**config.mk**
```make
export PLATFORM = sky130hd
export DESIGN_NAME = pfc_top
export DESIGN_NICKNAME = d
export VERILOG_FILES = /design/src/design/pfc_pkg.sv /design/src/design/pfc_dead_time.sv /design/src/design/pfc_fault_filter.sv /design/src/design/pfc_top.sv
export SDC_FILE = /design/constraint.sdc
export NUM_CORES = 1
export LEC_CHECK = 0
export BUFFER_PORTS_ARGS = -buffer_cell sky130_fd_sc_hd__buf_2
export CORE_MARGIN = 4
export CORE_UTILIZATION = 35
export CTS_CLUSTER_SIZE = 20
export DETAILED_ROUTE_END_ITERATION = 12
export SYNTH_ARGS = -nofsm -noshare
export SYNTH_HDL_FRONTEND = slang
export SYNTH_SLANG_ARGS = --single-unit
```
**constraint.sdc**
```tcl
create_clock -name MCLK_IN -period 2.8 [get_ports MCLK_IN]
set_clock_uncertainty 0.1 [all_clocks]
set_input_delay 0.14 -clock MCLK_IN [delete_from_list [all_inputs] [get_ports MCLK_IN]]
set_output_delay 0.14 -clock MCLK_IN [all_outputs]
set_load 0.03 [all_outputs]
```
**src/design/pfc_pkg.sv**
```systemverilog
package pfc_pkg;
   localparam int WO_CNT = 8;
   localparam int CH_CNT = 4;
   localparam int CNT_W = 24;
   localparam logic [23:0] CNT_MAX = 24'hFFFFFF;
   localparam int FLT_W = 4;
   localparam int DT_W = 8;
   // byte offsets on the register bus
   localparam logic [7:0] OFS_CTRL = 8'h00;
   localparam logic [7:0] OFS_EVCTRL = 8'h04;
   localparam logic [7:0] OFS_DRVCTRL = 8'h08;
   localparam logic [7:0] OFS_DTCTRL = 8'h0C;
   localparam logic [7:0] OFS_PATT = 8'h10;
   localparam logic [7:0] OFS_PATTBUF = 8'h14;
   localparam logic [7:0] OFS_STATUS = 8'h18;
   localparam logic [7:0] OFS_CC0 = 8'h20;
   localparam logic [7:0] OFS_CC1 = 8'h24;
   localparam logic [7:0] OFS_CC2 = 8'h28;
   localparam logic [7:0] OFS_CC3 = 8'h2C;
   // control fields
   localparam int CTRL_MSYNC = 0;
   localparam int CTRL_LUPD = 1;
   localparam int CTRL_DBGF = 2;
   localparam int CTRL_RAMP_LSB = 3;
   localparam int CTRL_OUTPUT_ROUTING_LSB = 5;
   localparam int EV0_ACT_LSB = 0;
   localparam int EV1_ACT_LSB = 4;
   localparam int DRV_OVR_EN_LSB = 0;
   localparam int DRV_OVR_VAL_LSB = 8;
   localparam int DRV_FLT0_LSB = 16;
   localparam int DRV_FLT1_LSB = 20;
   localparam int DT_LS_LSB = 0;
   localparam int DT_HS_LSB = 8;
   localparam int DT_EN_LSB = 16;
   localparam int PATT_EN_LSB = 0;
   localparam int PATT_VAL_LSB = 8;
   localparam int ST_MC_LSB = 0;
   localparam int ST_ERR = 4;
   localparam int ST_DFS = 5;
   localparam int ST_UFS = 6;
   localparam int ST_NRF0 = 7;
   localparam int ST_NRF1 = 8;
   // encodings
   localparam logic [1:0] RAMP_SINGLE = 2'h0;
   localparam logic [1:0] RAMP_DUAL = 2'h1;
   localparam logic [1:0] RAMP_DUAL_ALT = 2'h2;
   localparam logic [1:0] RAMP_DUAL_SLOPE_BOTH_MODE = 2'h3;
   localparam logic [1:0] ACT_OFF = 2'h0;
   localparam logic [1:0] ACT_FAULT = 2'h1;
   localparam logic [1:0] ACT_STAMP = 2'h2;
   localparam logic [1:0] OUTPUT_ROUTING_MOD = 2'h0;
   localparam logic [1:0] OUTPUT_ROUTING_HALF = 2'h1;
   localparam logic [1:0] OUTPUT_ROUTING_CC0 = 2'h2;
   localparam logic [1:0] OUTPUT_ROUTING_CC0_CC1 = 2'h3;
   // reset values
   localparam logic [7:0] CTRL_RST = 8'h00;
   localparam logic [23:0] DRV_RST = 24'h000000;
   localparam logic [19:0] DT_RST = 20'h00000;
   localparam logic [15:0] PATT_RST = 16'h0000;
endpackage : pfc_pkg

```
**src/design/pfc_dead_time.sv**
```systemverilog
`timescale 1ns/1ps
module pfc_dead_time (
   input wire logic clk_in, // peripheral clock
   input wire logic rst_in, // sync reset, high
   input wire logic wave_in, // routed output
   input wire logic [pfc_pkg::DT_W-1:0] low_side_dead_time_in, // reload on rise
   input wire logic [pfc_pkg::DT_W-1:0] high_side_dead_time_in, // reload on fall
   output logic low_side_output_out, // non-inverted side
   output logic high_side_output_out // inverted side
);
   logic prev_reg;
   logic [pfc_pkg::DT_W-1:0] cnt_reg;
   logic [pfc_pkg::DT_W-1:0] cnt_next;
   logic rise;
   logic fall;
   logic idle;

   assign rise = wave_in && !prev_reg;
   assign fall = !wave_in && prev_reg;
   assign cnt_next = rise ? low_side_dead_time_in :
                     fall ? high_side_dead_time_in :
                     (cnt_reg != '0) ? cnt_reg - 1'b1 : cnt_reg;
   // sides driven from the next count so neither side is on while counting
   assign idle = (cnt_next == '0);

   always_ff @(posedge clk_in) begin
      if (rst_in) begin
         prev_reg <= 1'b0;
         cnt_reg <= '0;
         low_side_output_out <= 1'b0;
         high_side_output_out <= 1'b0;
      end else begin
         prev_reg <= wave_in;
         cnt_reg <= cnt_next;
         low_side_output_out <= wave_in && idle;
         high_side_output_out <= !wave_in && idle;
      end
   end
endmodule : pfc_dead_time

```
**src/design/pfc_fault_filter.sv**
```systemverilog
`timescale 1ns/1ps
module pfc_fault_filter (
   input wire logic clk_in, // peripheral clock
   input wire logic rst_in, // sync reset, high
   input wire logic event_in, // raw fault event
   input wire logic [pfc_pkg::FLT_W-1:0] len_in, // fault_filter_length
   output logic event_out // qualified event
);
   logic [pfc_pkg::FLT_W-1:0] cnt_reg;
   logic [pfc_pkg::FLT_W-1:0] cnt_next;

   // a pulse shorter than the filter length never reaches the count
   assign cnt_next = !event_in ? '0 : (cnt_reg == len_in) ? cnt_reg : cnt_reg + 1'b1;
   assign event_out = (len_in == '0) ? event_in : (event_in && cnt_reg == len_in);

   always_ff @(posedge clk_in) begin
      if (rst_in) begin
         cnt_reg <= '0;
      end else begin
         cnt_reg <= cnt_next;
      end
   end
endmodule : pfc_fault_filter

```
**src/design/pfc_top.sv**
```systemverilog
// Added by the designer: register access over APB and the placing of the registers.
`timescale 1ns/1ps
// How it works
// - fault forces enabled outputs to override value
// - event fault only when action selects fault
// - nonzero filter delays fault, rejects glitches
// - debug entry with enable sets debug fault
// - locked update in dual ramp plus ramp index or direction change sets fault
// - capture event copies counter to channel
// - overflow writes counter maximum into channel
// - valid capture sets channel capture flag
// - capture while flag set: discard, flag error
// - slice x pairs outputs x and x+4
// - routing 0: channels repeat modulo count
// - routing 1: channels repeat modulo half
// - routing 2: all outputs from channel 0
// - routing 3: output 0 ch0, others ch1
// - four dead-time units, sides never together
// - 8-bit count down forces both sides off
// - rise loads low-side, fall high-side time
// - pattern buffered to update, direct write immediate
// - slave sync uses master counter
module pfc_top (
   input wire logic MCLK_IN, // 40 MHz clock
   input wire logic RST_IN, // sync reset, high
   input wire logic PSEL_IN, // apb select
   input wire logic PENABLE_IN, // apb enable
   input wire logic PWRITE_IN, // apb direction
   input wire logic [7:0] PADDR_IN, // apb byte address
   input wire logic [31:0] PWDATA_IN, // apb write data
   output logic [31:0] PRDATA_OUT, // apb read data
   output logic PREADY_OUT, // apb ready
   output logic PSLVERR_OUT, // apb error
   input wire logic [23:0] COUNT_IN, // own counter value
   input wire logic [23:0] MASTER_COUNT_IN, // master instance counter
   input wire logic UPDATE_IN, // update condition pulse
   input wire logic OVF_IN, // counter overflow pulse
   input wire logic RAMP_INDEX_IN, // current ramp index
   input wire logic DIR_IN, // counting direction
   input wire logic DEBUG_IN, // system in debug
   input wire logic COUNTER_EVENT_ZERO_IN, // counter event 0
   input wire logic COUNTER_EVENT_ONE_IN, // counter event 1
   input wire logic [3:0] CAPTURE_EV_IN, // per-channel capture events
   input wire logic [3:0] COMPARE_IN, // per-channel compare outputs
   output logic [7:0] WAVEFORM_OUTPUT_OUT, // final pin levels
   output logic FAULT_ACTIVE_OUT // any fault state held
);
   localparam int WN = pfc_pkg::WO_CNT;
   localparam int HN = pfc_pkg::WO_CNT / 2;

   function automatic logic [1:0] route_ch(input logic [1:0] code, input int idx);
      logic [1:0] ch;
      ch = 2'h0;
      unique case (code)
         pfc_pkg::OUTPUT_ROUTING_MOD: ch = 2'(idx % pfc_pkg::CH_CNT);
         pfc_pkg::OUTPUT_ROUTING_HALF: ch = 2'(idx % (pfc_pkg::CH_CNT / 2));
         pfc_pkg::OUTPUT_ROUTING_CC0: ch = 2'h0;
         pfc_pkg::OUTPUT_ROUTING_CC0_CC1: ch = (idx == 0) ? 2'h0 : 2'h1;
      endcase
      return ch;
   endfunction : route_ch

   logic [7:0] ctrl_reg;
   logic [7:0] evctrl_reg;
   logic [23:0] drv_reg;
   logic [19:0] dt_reg;
   logic [15:0] patt_reg;
   logic [15:0] patt_next;
   logic [15:0] pbuf_reg;
   logic pend_reg;
   logic [3:0] mc_reg;
   logic err_reg;
   logic dfs_reg;
   logic ufs_reg;
   logic [1:0] nrf_reg;
   logic [23:0] cc_reg [pfc_pkg::CH_CNT];
   logic ramp_prev_reg;
   logic dir_prev_reg;
   logic dbg_prev_reg;
   logic pready_reg;

   // bus decode
   wire acc = PSEL_IN && PENABLE_IN && pready_reg;
   wire wr = acc && PWRITE_IN;
   wire rd_start = PSEL_IN && PENABLE_IN && !pready_reg;
   wire hit_cc = (PADDR_IN[7:4] == pfc_pkg::OFS_CC0[7:4]) && (PADDR_IN[1:0] == 2'h0);
   wire [1:0] cc_idx = PADDR_IN[3:2];
   wire hit = hit_cc || PADDR_IN == pfc_pkg::OFS_CTRL || PADDR_IN == pfc_pkg::OFS_EVCTRL
      || PADDR_IN == pfc_pkg::OFS_DRVCTRL || PADDR_IN == pfc_pkg::OFS_DTCTRL
      || PADDR_IN == pfc_pkg::OFS_PATT || PADDR_IN == pfc_pkg::OFS_PATTBUF
      || PADDR_IN == pfc_pkg::OFS_STATUS;
   wire [8:0] status = {nrf_reg, ufs_reg, dfs_reg, err_reg, mc_reg};
   wire [31:0] rd_data =
      hit_cc ? {8'h00, cc_reg[cc_idx]} :
      PADDR_IN == pfc_pkg::OFS_CTRL ? {24'h000000, ctrl_reg} :
      PADDR_IN == pfc_pkg::OFS_EVCTRL ? {24'h000000, evctrl_reg} :
      PADDR_IN == pfc_pkg::OFS_DRVCTRL ? {8'h00, drv_reg} :
      PADDR_IN == pfc_pkg::OFS_DTCTRL ? {12'h000, dt_reg} :
      PADDR_IN == pfc_pkg::OFS_PATT ? {16'h0000, patt_reg} :
      PADDR_IN == pfc_pkg::OFS_PATTBUF ? {16'h0000, pbuf_reg} :
      PADDR_IN == pfc_pkg::OFS_STATUS ? {23'h0, status} : 32'h00000000;
   wire wr_status = wr && PADDR_IN == pfc_pkg::OFS_STATUS;
   wire [8:0] clr = wr_status ? PWDATA_IN[8:0] : 9'h000;

   // control fields
   wire [1:0] ramp_mode = ctrl_reg[pfc_pkg::CTRL_RAMP_LSB +: 2];
   wire [1:0] output_routing = ctrl_reg[pfc_pkg::CTRL_OUTPUT_ROUTING_LSB +: 2];
   wire [1:0] act0 = evctrl_reg[pfc_pkg::EV0_ACT_LSB +: 2];
   wire [1:0] act1 = evctrl_reg[pfc_pkg::EV1_ACT_LSB +: 2];
   wire [7:0] ovr_en = drv_reg[pfc_pkg::DRV_OVR_EN_LSB +: 8];
   wire [7:0] ovr_val = drv_reg[pfc_pkg::DRV_OVR_VAL_LSB +: 8];
   wire [7:0] patt_en = patt_reg[pfc_pkg::PATT_EN_LSB +: 8];
   wire [7:0] patt_val = patt_reg[pfc_pkg::PATT_VAL_LSB +: 8];

   // non-recoverable faults
   wire filt0;
   wire filt1;
   pfc_fault_filter u_flt0 (
      .clk_in(MCLK_IN),
      .rst_in(RST_IN),
      .event_in(COUNTER_EVENT_ZERO_IN),
      .len_in(drv_reg[pfc_pkg::DRV_FLT0_LSB +: pfc_pkg::FLT_W]),
      .event_out(filt0)
   );
   pfc_fault_filter u_flt1 (
      .clk_in(MCLK_IN),
      .rst_in(RST_IN),
      .event_in(COUNTER_EVENT_ONE_IN),
      .len_in(drv_reg[pfc_pkg::DRV_FLT1_LSB +: pfc_pkg::FLT_W]),
      .event_out(filt1)
   );
   wire [1:0] nrf_set = {filt1 && act1 == pfc_pkg::ACT_FAULT,
                         filt0 && act0 == pfc_pkg::ACT_FAULT};
   wire dual = ramp_mode != pfc_pkg::RAMP_SINGLE;
   wire ufs_set = ctrl_reg[pfc_pkg::CTRL_LUPD] && dual
      && (RAMP_INDEX_IN != ramp_prev_reg || DIR_IN != dir_prev_reg);
   wire dfs_set = ctrl_reg[pfc_pkg::CTRL_DBGF] && DEBUG_IN && !dbg_prev_reg;
   wire fault_any = |nrf_reg || dfs_reg || ufs_reg;

   // time-stamp capture; the counter must stay below max so max marks overflow
   wire stamp_en = act0 == pfc_pkg::ACT_STAMP || act1 == pfc_pkg::ACT_STAMP;
   wire [23:0] count_src = ctrl_reg[pfc_pkg::CTRL_MSYNC] ? MASTER_COUNT_IN : COUNT_IN;
   wire [23:0] stamp = OVF_IN ? pfc_pkg::CNT_MAX : count_src;
   wire [3:0] cap_trig = stamp_en ? (CAPTURE_EV_IN | {4{OVF_IN}}) : 4'h0;
   wire [3:0] mc_busy = mc_reg & ~clr[pfc_pkg::ST_MC_LSB +: 4];
   wire [3:0] cap_ok = cap_trig & ~mc_busy;
   wire err_set = |(cap_trig & mc_busy);

   // output matrix and dead time
   logic [WN-1:0] routed;
   logic [WN-1:0] dti_out;
   for (genvar g = 0; g < WN; g++) begin : g_route
      assign routed[g] = COMPARE_IN[route_ch(output_routing, g)];
   end
   for (genvar s = 0; s < HN; s++) begin : g_slice
      wire ls;
      wire hs;
      wire dt_on = dt_reg[pfc_pkg::DT_EN_LSB + s];
      pfc_dead_time u_dt (
         .clk_in(MCLK_IN),
         .rst_in(RST_IN),
         .wave_in(routed[s]),
         .low_side_dead_time_in(dt_reg[pfc_pkg::DT_LS_LSB +: pfc_pkg::DT_W]),
         .high_side_dead_time_in(dt_reg[pfc_pkg::DT_HS_LSB +: pfc_pkg::DT_W]),
         .low_side_output_out(ls),
         .high_side_output_out(hs)
      );
      assign dti_out[s] = dt_on ? ls : routed[s];
      assign dti_out[s + HN] = dt_on ? hs : routed[s + HN];
   end
   // fault override has the last word over pattern and dead time
   wire [WN-1:0] patt_out = (patt_en & patt_val) | (~patt_en & dti_out);
   wire [WN-1:0] wave_next = fault_any ? ((ovr_en & ovr_val) | (~ovr_en & patt_out))
                                       : patt_out;

   // pattern: direct write wins over a buffered copy in the same cycle
   wire wr_patt = wr && PADDR_IN == pfc_pkg::OFS_PATT;
   wire wr_pbuf = wr && PADDR_IN == pfc_pkg::OFS_PATTBUF;
   wire load_buf = UPDATE_IN && pend_reg;
   assign patt_next = wr_patt ? PWDATA_IN[15:0] : load_buf ? pbuf_reg : patt_reg;

   always_ff @(posedge MCLK_IN) begin
      if (RST_IN) begin
         ctrl_reg <= pfc_pkg::CTRL_RST;
         evctrl_reg <= 8'h00;
         drv_reg <= pfc_pkg::DRV_RST;
         dt_reg <= pfc_pkg::DT_RST;
         pbuf_reg <= pfc_pkg::PATT_RST;
      end else if (wr) begin
         if (PADDR_IN == pfc_pkg::OFS_CTRL) ctrl_reg <= PWDATA_IN[7:0];
         if (PADDR_IN == pfc_pkg::OFS_EVCTRL) evctrl_reg <= PWDATA_IN[7:0];
         if (PADDR_IN == pfc_pkg::OFS_DRVCTRL) drv_reg <= PWDATA_IN[23:0];
         if (PADDR_IN == pfc_pkg::OFS_DTCTRL) dt_reg <= PWDATA_IN[19:0];
         if (wr_pbuf) pbuf_reg <= PWDATA_IN[15:0];
      end
   end

   always_ff @(posedge MCLK_IN) begin
      if (RST_IN) begin
         patt_reg <= pfc_pkg::PATT_RST;
         pend_reg <= 1'b0;
      end else begin
         patt_reg <= patt_next;
         pend_reg <= wr_pbuf || (pend_reg && !UPDATE_IN);
      end
   end

   // sticky flags: a hardware set wins over a software clear
   always_ff @(posedge MCLK_IN) begin
      if (RST_IN) begin
         mc_reg <= 4'h0;
         err_reg <= 1'b0;
         dfs_reg <= 1'b0;
         ufs_reg <= 1'b0;
         nrf_reg <= 2'h0;
      end else begin
         mc_reg <= cap_ok | mc_busy;
         err_reg <= err_set || (err_reg && !clr[pfc_pkg::ST_ERR]);
         dfs_reg <= dfs_set || (dfs_reg && !clr[pfc_pkg::ST_DFS]);
         ufs_reg <= ufs_set || (ufs_reg && !clr[pfc_pkg::ST_UFS]);
         nrf_reg <= nrf_set | (nrf_reg & ~clr[pfc_pkg::ST_NRF0 +: 2]);
      end
   end

   always_ff @(posedge MCLK_IN) begin
      if (RST_IN) begin
         for (int i = 0; i < pfc_pkg::CH_CNT; i++) cc_reg[i] <= 24'h000000;
      end else begin
         for (int i = 0; i < pfc_pkg::CH_CNT; i++) begin
            if (cap_ok[i]) cc_reg[i] <= stamp;
         end
      end
   end

   always_ff @(posedge MCLK_IN) begin
      if (RST_IN) begin
         ramp_prev_reg <= 1'b0;
         dir_prev_reg <= 1'b0;
         dbg_prev_reg <= 1'b0;
         WAVEFORM_OUTPUT_OUT <= 8'h00;
         FAULT_ACTIVE_OUT <= 1'b0;
         pready_reg <= 1'b0;
         PRDATA_OUT <= 32'h00000000;
         PSLVERR_OUT <= 1'b0;
      end else begin
         ramp_prev_reg <= RAMP_INDEX_IN;
         dir_prev_reg <= DIR_IN;
         dbg_prev_reg <= DEBUG_IN;
         WAVEFORM_OUTPUT_OUT <= wave_next;
         FAULT_ACTIVE_OUT <= fault_any;
         pready_reg <= rd_start;
         if (rd_start) begin
            PRDATA_OUT <= PWRITE_IN ? 32'h00000000 : rd_data;
            PSLVERR_OUT <= !hit;
         end else begin
            PSLVERR_OUT <= 1'b0;
         end
      end
   end
   assign PREADY_OUT = pready_reg;
endmodule : pfc_top

```
; After elaboration in Yosys (flattened, before gate mapping)
; Memories as Yosys holds them, arrays and structs flattened.
; Index checks and enable logic that the tools add are counted.
[totals]
register_bits = 200
ram_bits = 96
in_bits = 108
output_inout_bits = 43
wordCells = 261
n_memories = 1
[mem_list]
columns = name, words, word_bits, read_ports, rd_ports_with_merged_regs, write_ports, line_no
row1 = cc_reg, 4, 24, 1, 0, 4, pfc_top.sv:76  ; logic [23:0] cc_reg [pfc_pkg::CH_CNT];
[classes]
n_addsub = 6
n_lt_le_gt_ge = 5
eq_ne = 18
muxes = 71
bitwise_logic = 25
n_reduce_logical = 97
[op_table]
columns = operator, count
row1 = $mux 24, 11
row2 = $mux 8, 13
row3 = $mux 16, 4
row4 = $logic_not 8->1, 5
row5 = $logic_and 1x1->1, 37
row6 = $and 8x8->8, 4
row7 = $reduce_bool 8->1, 4
row8 = $sub 8x1->8 const B, 4
row9 = $mux 1, 29
row10 = $eq 8x5->1 const B, 3
row11 = $mux 20, 1
row12 = $mux 9, 2
row13 = $eq 8x4->1 const B, 2
row14 = $not 8->8, 2
row15 = $or 8x8->8, 2
row16 = $logic_not 1->1, 15
row17 = $logic_or 1x1->1, 15
row18 = $lt 2x3->1 const B, 5
row19 = $and 4x4->4, 3
row20 = $pmux 2 s3, 2
row21 = $reduce_or 2->1, 6
row22 = $bmux 1 s2, 5
row23 = $reduce_and 2->1, 5
row24 = $add 4x1->4 const B, 2
row25 = 21 further kinds, 41

; Depth between registers and ports, before layout
[depth]
depth_word = 13
ltp_mapped = 10
depth_no_buf = 8

; Cells and area by module
; Synthesis repeated with hierarchy kept, for this count alone.
[unflattened]
hier_cells = 1501
area_unflattened_um2 = 14426.3
[modules_own_cells]
columns = module, n_inst, cells_per_inst, area_per_inst_um2, seq_area_each_um2
row1 = pfc_top, 1, 1095, 10880.4, 5685.5
row2 = pfc_dead_time, 4, 89, 768.2, 220.2
row3 = pfc_fault_filter, 2, 25, 236.5, 80.1

; Worst setup path after synthesis
; OpenSTA, ideal clock, no wires.
[synth_timing]
path_type = reg-to-reg
from = register pready_reg (netlist: PREADY_OUT)
to = memory cc_reg[1][0] (enable)
setup_time_ns = 0.381
arrival_time_ns = 2.253
required_time_ns = 2.319
path_slack_ns = 0.066
path_stages_with_launch = 8
path_buffers = 2
synth_period_minus_slack_ns = 2.734
path_cell_list = dfxtp_1 > and4_1 > clkbuf_1 > nor4bb_1 > clkbuf_1 > nand2_1 > a21o_1 > nand2_1
[synth_rtl]
columns = item, line_no
row1 = "start, declared", pfc_top.sv:80  ; logic pready_reg;
row2 = "start signal, assigned", pfc_top.sv:251  ; pready_reg <= rd_start;
row3 = "end, declared", pfc_top.sv:76

; Final worst setup path
[layout_timing]
from = register g_slice[1].u_dt.cnt_reg[0] (netlist bit)
to = register g_slice[1].u_dt.low_side_output_out
[layout_via]
elab_chain_len = 6
[layout_lines]
columns = item, line_no
row1 = "start, declared", pfc_dead_time.sv:12  ; logic [pfc_pkg::DT_W-1:0] cnt_reg;
row2 = "start signal, assigned", pfc_dead_time.sv:34  ; cnt_reg <= cnt_next;
row3 = $sub 8x1->8 or $reduce_bool 8->1 (tied branches), pfc_dead_time.sv:22  ; (cnt_reg != '0) ? cnt_reg - 1'b1 : cnt_reg;
row4 = $mux 8 *, pfc_dead_time.sv:22
row5 = $mux 8 *, pfc_dead_time.sv:21  ; fall ? high_side_dead_time_in :
row6 = $mux 8 *, pfc_dead_time.sv:20  ; assign cnt_next = rise ? low_side_dead_time_in :
row7 = $logic_not 8->1 *, pfc_dead_time.sv:24  ; assign idle = (cnt_next == '0);
row8 = $logic_and 1x1->1 *, pfc_dead_time.sv:35  ; low_side_output_out <= wave_in && idle;
row9 = "end signal, assigned", pfc_dead_time.sv:35
row10 = "end, declared", pfc_dead_time.sv:8  ; output logic low_side_output_out,
; Mark *: on every way between the ends. The rest lies on a longest branch, timed or not.
; A chain may end at the register's enable or synchronous reset.

==> reports/metrics.yaml <==
synthesis:
  synth_ff_type: "dfxtp_1"
  async_flop_share: 0
  ys_warn_count: 0
  synth_area_per_cell_um2: 9.21
  netlist_area_mm2: 0.0144
  synth_edf_count: 96
  ys_seq_area_frac: 0.468
  synth_cell_types: 75
  netlist_instances: 1563
  synth-seq-cells: 288
clocking:
  cts_tree: "yes"
  cts_buffers: 34
  clock-root-buffer: "clkbuf_16"
  h-tree-depth: 2
  clkLatencyLatePin_ns: 0.52
  cts_buffer_depth: 3
  path_clk_slew_ns: 0.06
  clkSinkCount: 288
layout:
  final_cell_mix: "nor2_1, nand2_1, dfxtp_1"
  nFillCells: 4007
  final_common_cell: "nor2_1"
  utilization: 0.436
  largest_reg_flops: 96
  regArea_mm2: 0.00673
  multi_input_area_mm2: 0.00705
  areaGrowthSynthToFinish_pct: 23.4
  fin_area_mm2: 0.0178
  drive_gt1_frac: 0.177
  finalNonFillerCells: 2321
  finalNetCount: 1881
  diodes: 0
sta:
  hold_viol: 0
  slew_violations: 0
  slew_headroom: 0.148
  clock.fmax_ghz: 0.366
  finalCriticalPeriod_ns: 2.73
  holdWs_ns: 0.00962
  tightest_slew_ns: 1.27
  period_share: 0.975
  setup_violations: 0
placed_design:
  place_hpwl_um: 32000
  dpl-instance-area_mm2: 0.0158
  numPortBuffers: 134
  gp_congestion: 0.879
  numPlacedInstances: 2181
route:
  ant_nets: 0
  routed.top_layer: "met4"
  wl_met1_um: 19600
  first_iter_violations: 991
  post_drt_wl_per_cell_um: 19.7
  first_pass_iters: 7
  drc: 0
  num_vias: 12800
  wl_um: 45800
  via_per_inst: 5.51
  wl_met2_um: 21300
  met3WireLength_um: 3220
worst_setup_path:
  crit_path_start: "g_slice[1].u_dt.cnt_reg[0]"
  crit_required_ns: 3.13
  r2r_slack_ns: 0.07
  start_kind: "flop"
  critPathCaptureType: "flop"
  reg2reg_from: "g_slice[1].u_dt.cnt_reg[0]"
  reg2reg_depth: 8
  arrival_ns: 3.06
  crit_type: "flop to flop"
  r2r-end: "g_slice[1].u_dt.low_side_output_out"
  crit_fanout: 3
hold_path:
  hold_path_depth: 4
  holdCritStartpoint: "COUNT_IN[11]"
  hold_class: "input pin to flop"
  whs_endpoint: "cc_reg[1][11]"
grt:
  grt_max_degree: 66
  antenna_found_initial: 1
  track_usage: 0.200
  grt_pass1_wl_um: 71100
  grt_pass1_vias: 12500
  grt_overflow_total: 0
die:
  die_h_um: 211
  io_pins: 151
  die_area_mm2: 0.0444
  initial_utilization: 0.353
  fp.dieW_um: 211
  rows: 74
  core_mm2: 0.0407
outcome:
  status: "completed"
power_and_ir_drop:
  leakagePower_nw: 6.70
  power.density_mw_per_mm2: 598
  ir_worst_vdd_uv: 371
job:
  maxCapViolCount: 0
[kinds of logic after synthesis]
logic type,after synthesis,share of synthesized area
and+or+nand+nor,618,0.196
AOI/OAI and AO/OA,358,0.168
DFF,288,0.468
buffers and inverters,155,0.0478
muxes,101,0.0919
xor gates and xnor gates,32,0.0195
adders and majority gates,10,0.00870
other,1,0.000261
[metal layers]
layer	GRT usage	up-vias
li1	-	6058
met1	0.270	6122
met2	0.330	500
met3	0.0321	107
met4	0.0682	0
met5	0	-
[what timing repair did]
action | CTS | global route
endpoints found under the hold margin | 225 | 0
endpoints found under the setup margin | 0 | 6
setup buffers | 0 | 0
gates resized for setup | 0 | 11
hold buffers | 78 | 0
[per-stage QoR]
step	TNS, ns	worst slack (ns)	total power, W
2_1_floorplan	0	0.0661	0.00560
3_3_place_gp	0	0.128	0.00602
3_5_place_dp	0	0.0655	0.00604
4_1_cts	0	0.0572	0.0106
5_1_grt	-0.00644	-0.00644	0.0110
6_report	0	0.0701	0.0106
[cells in the mapped netlist, drive strengths merged, types with 7 or more instances]
cell / number / area share
nor2: 217 / 0.057
nand2: 202 / 0.053
dfxtp: 192 / 0.27
a21oi: 100 / 0.035
edfxtp: 96 / 0.20
clkbuf: 92 / 0.027
mux2i: 68 / 0.047
o21ai: 55 / 0.019
nand3: 44 / 0.015
a211oi: 42 / 0.022
nor2b: 38 / 0.017
buf: 34 / 0.013
inv: 27 / 0.0070
a22oi: 25 / 0.013
nor3: 25 / 0.0090
mux4: 24 / 0.038
xnor2: 22 / 0.013
o211ai: 18 / 0.0097
a311oi: 16 / 0.0097
a221oi: 15 / 0.0091
o221ai: 14 / 0.0085
and2: 13 / 0.0057
nor4: 13 / 0.0057
a22o: 10 / 0.0061
and3: 10 / 0.0044
ha: 10 / 0.0087
nand2b: 10 / 0.0043
xor2: 10 / 0.0061
mux2: 9 / 0.0070
or4: 9 / 0.0050
nand4: 8 / 0.0035
nor3b: 7 / 0.0037
[report_power, final]
group / internal (W) / leakage (nW) / switching (W)
Clock: 0.00273 / 0.563 / 0.00180
Sequential: 0.00444 / 2.55 / 0.000103
Combinational: 0.000687 / 3.59 / 0.000862
[critical path, cell delays in order (launching register included)]
cell,delay (ns)
dfxtp_1,0.33
inv_2,0.08
ha_4,0.13
or4b_4,0.47
or4_4,0.45
o211ai_2,0.20
o221ai_1,0.16
or4_4,0.52
nor4_2,0.21
[cell type report]
cell class,instances,area share
Clock buffer,41,0.0517
Clock inverter,21,0.0125
Inverter,28,0.00592
Multi-Input combinational cell,1127,0.397
Sequential cell,288,0.379
Tap cell,532,0.0375
Timing Repair Buffer,284,0.117
[worst max-delay path by stage]
stage	to	slack [ns]	depth (start not counted)
final	g_slice[1].u_dt.low_side_output_out	0.07	8
after global routing	g_slice[1].u_dt.low_side_output_out	-0.006	8
after CTS	g_slice[1].u_dt.high_side_output_out	0.06	8
after detailed placement	g_slice[1].u_dt.low_side_output_out	0.07	8
after global placement	g_slice[1].u_dt.high_side_output_out	0.13	8
after floorplan	cc_reg[1][0]	0.07	7
Power figures use the tool's default switching activity.
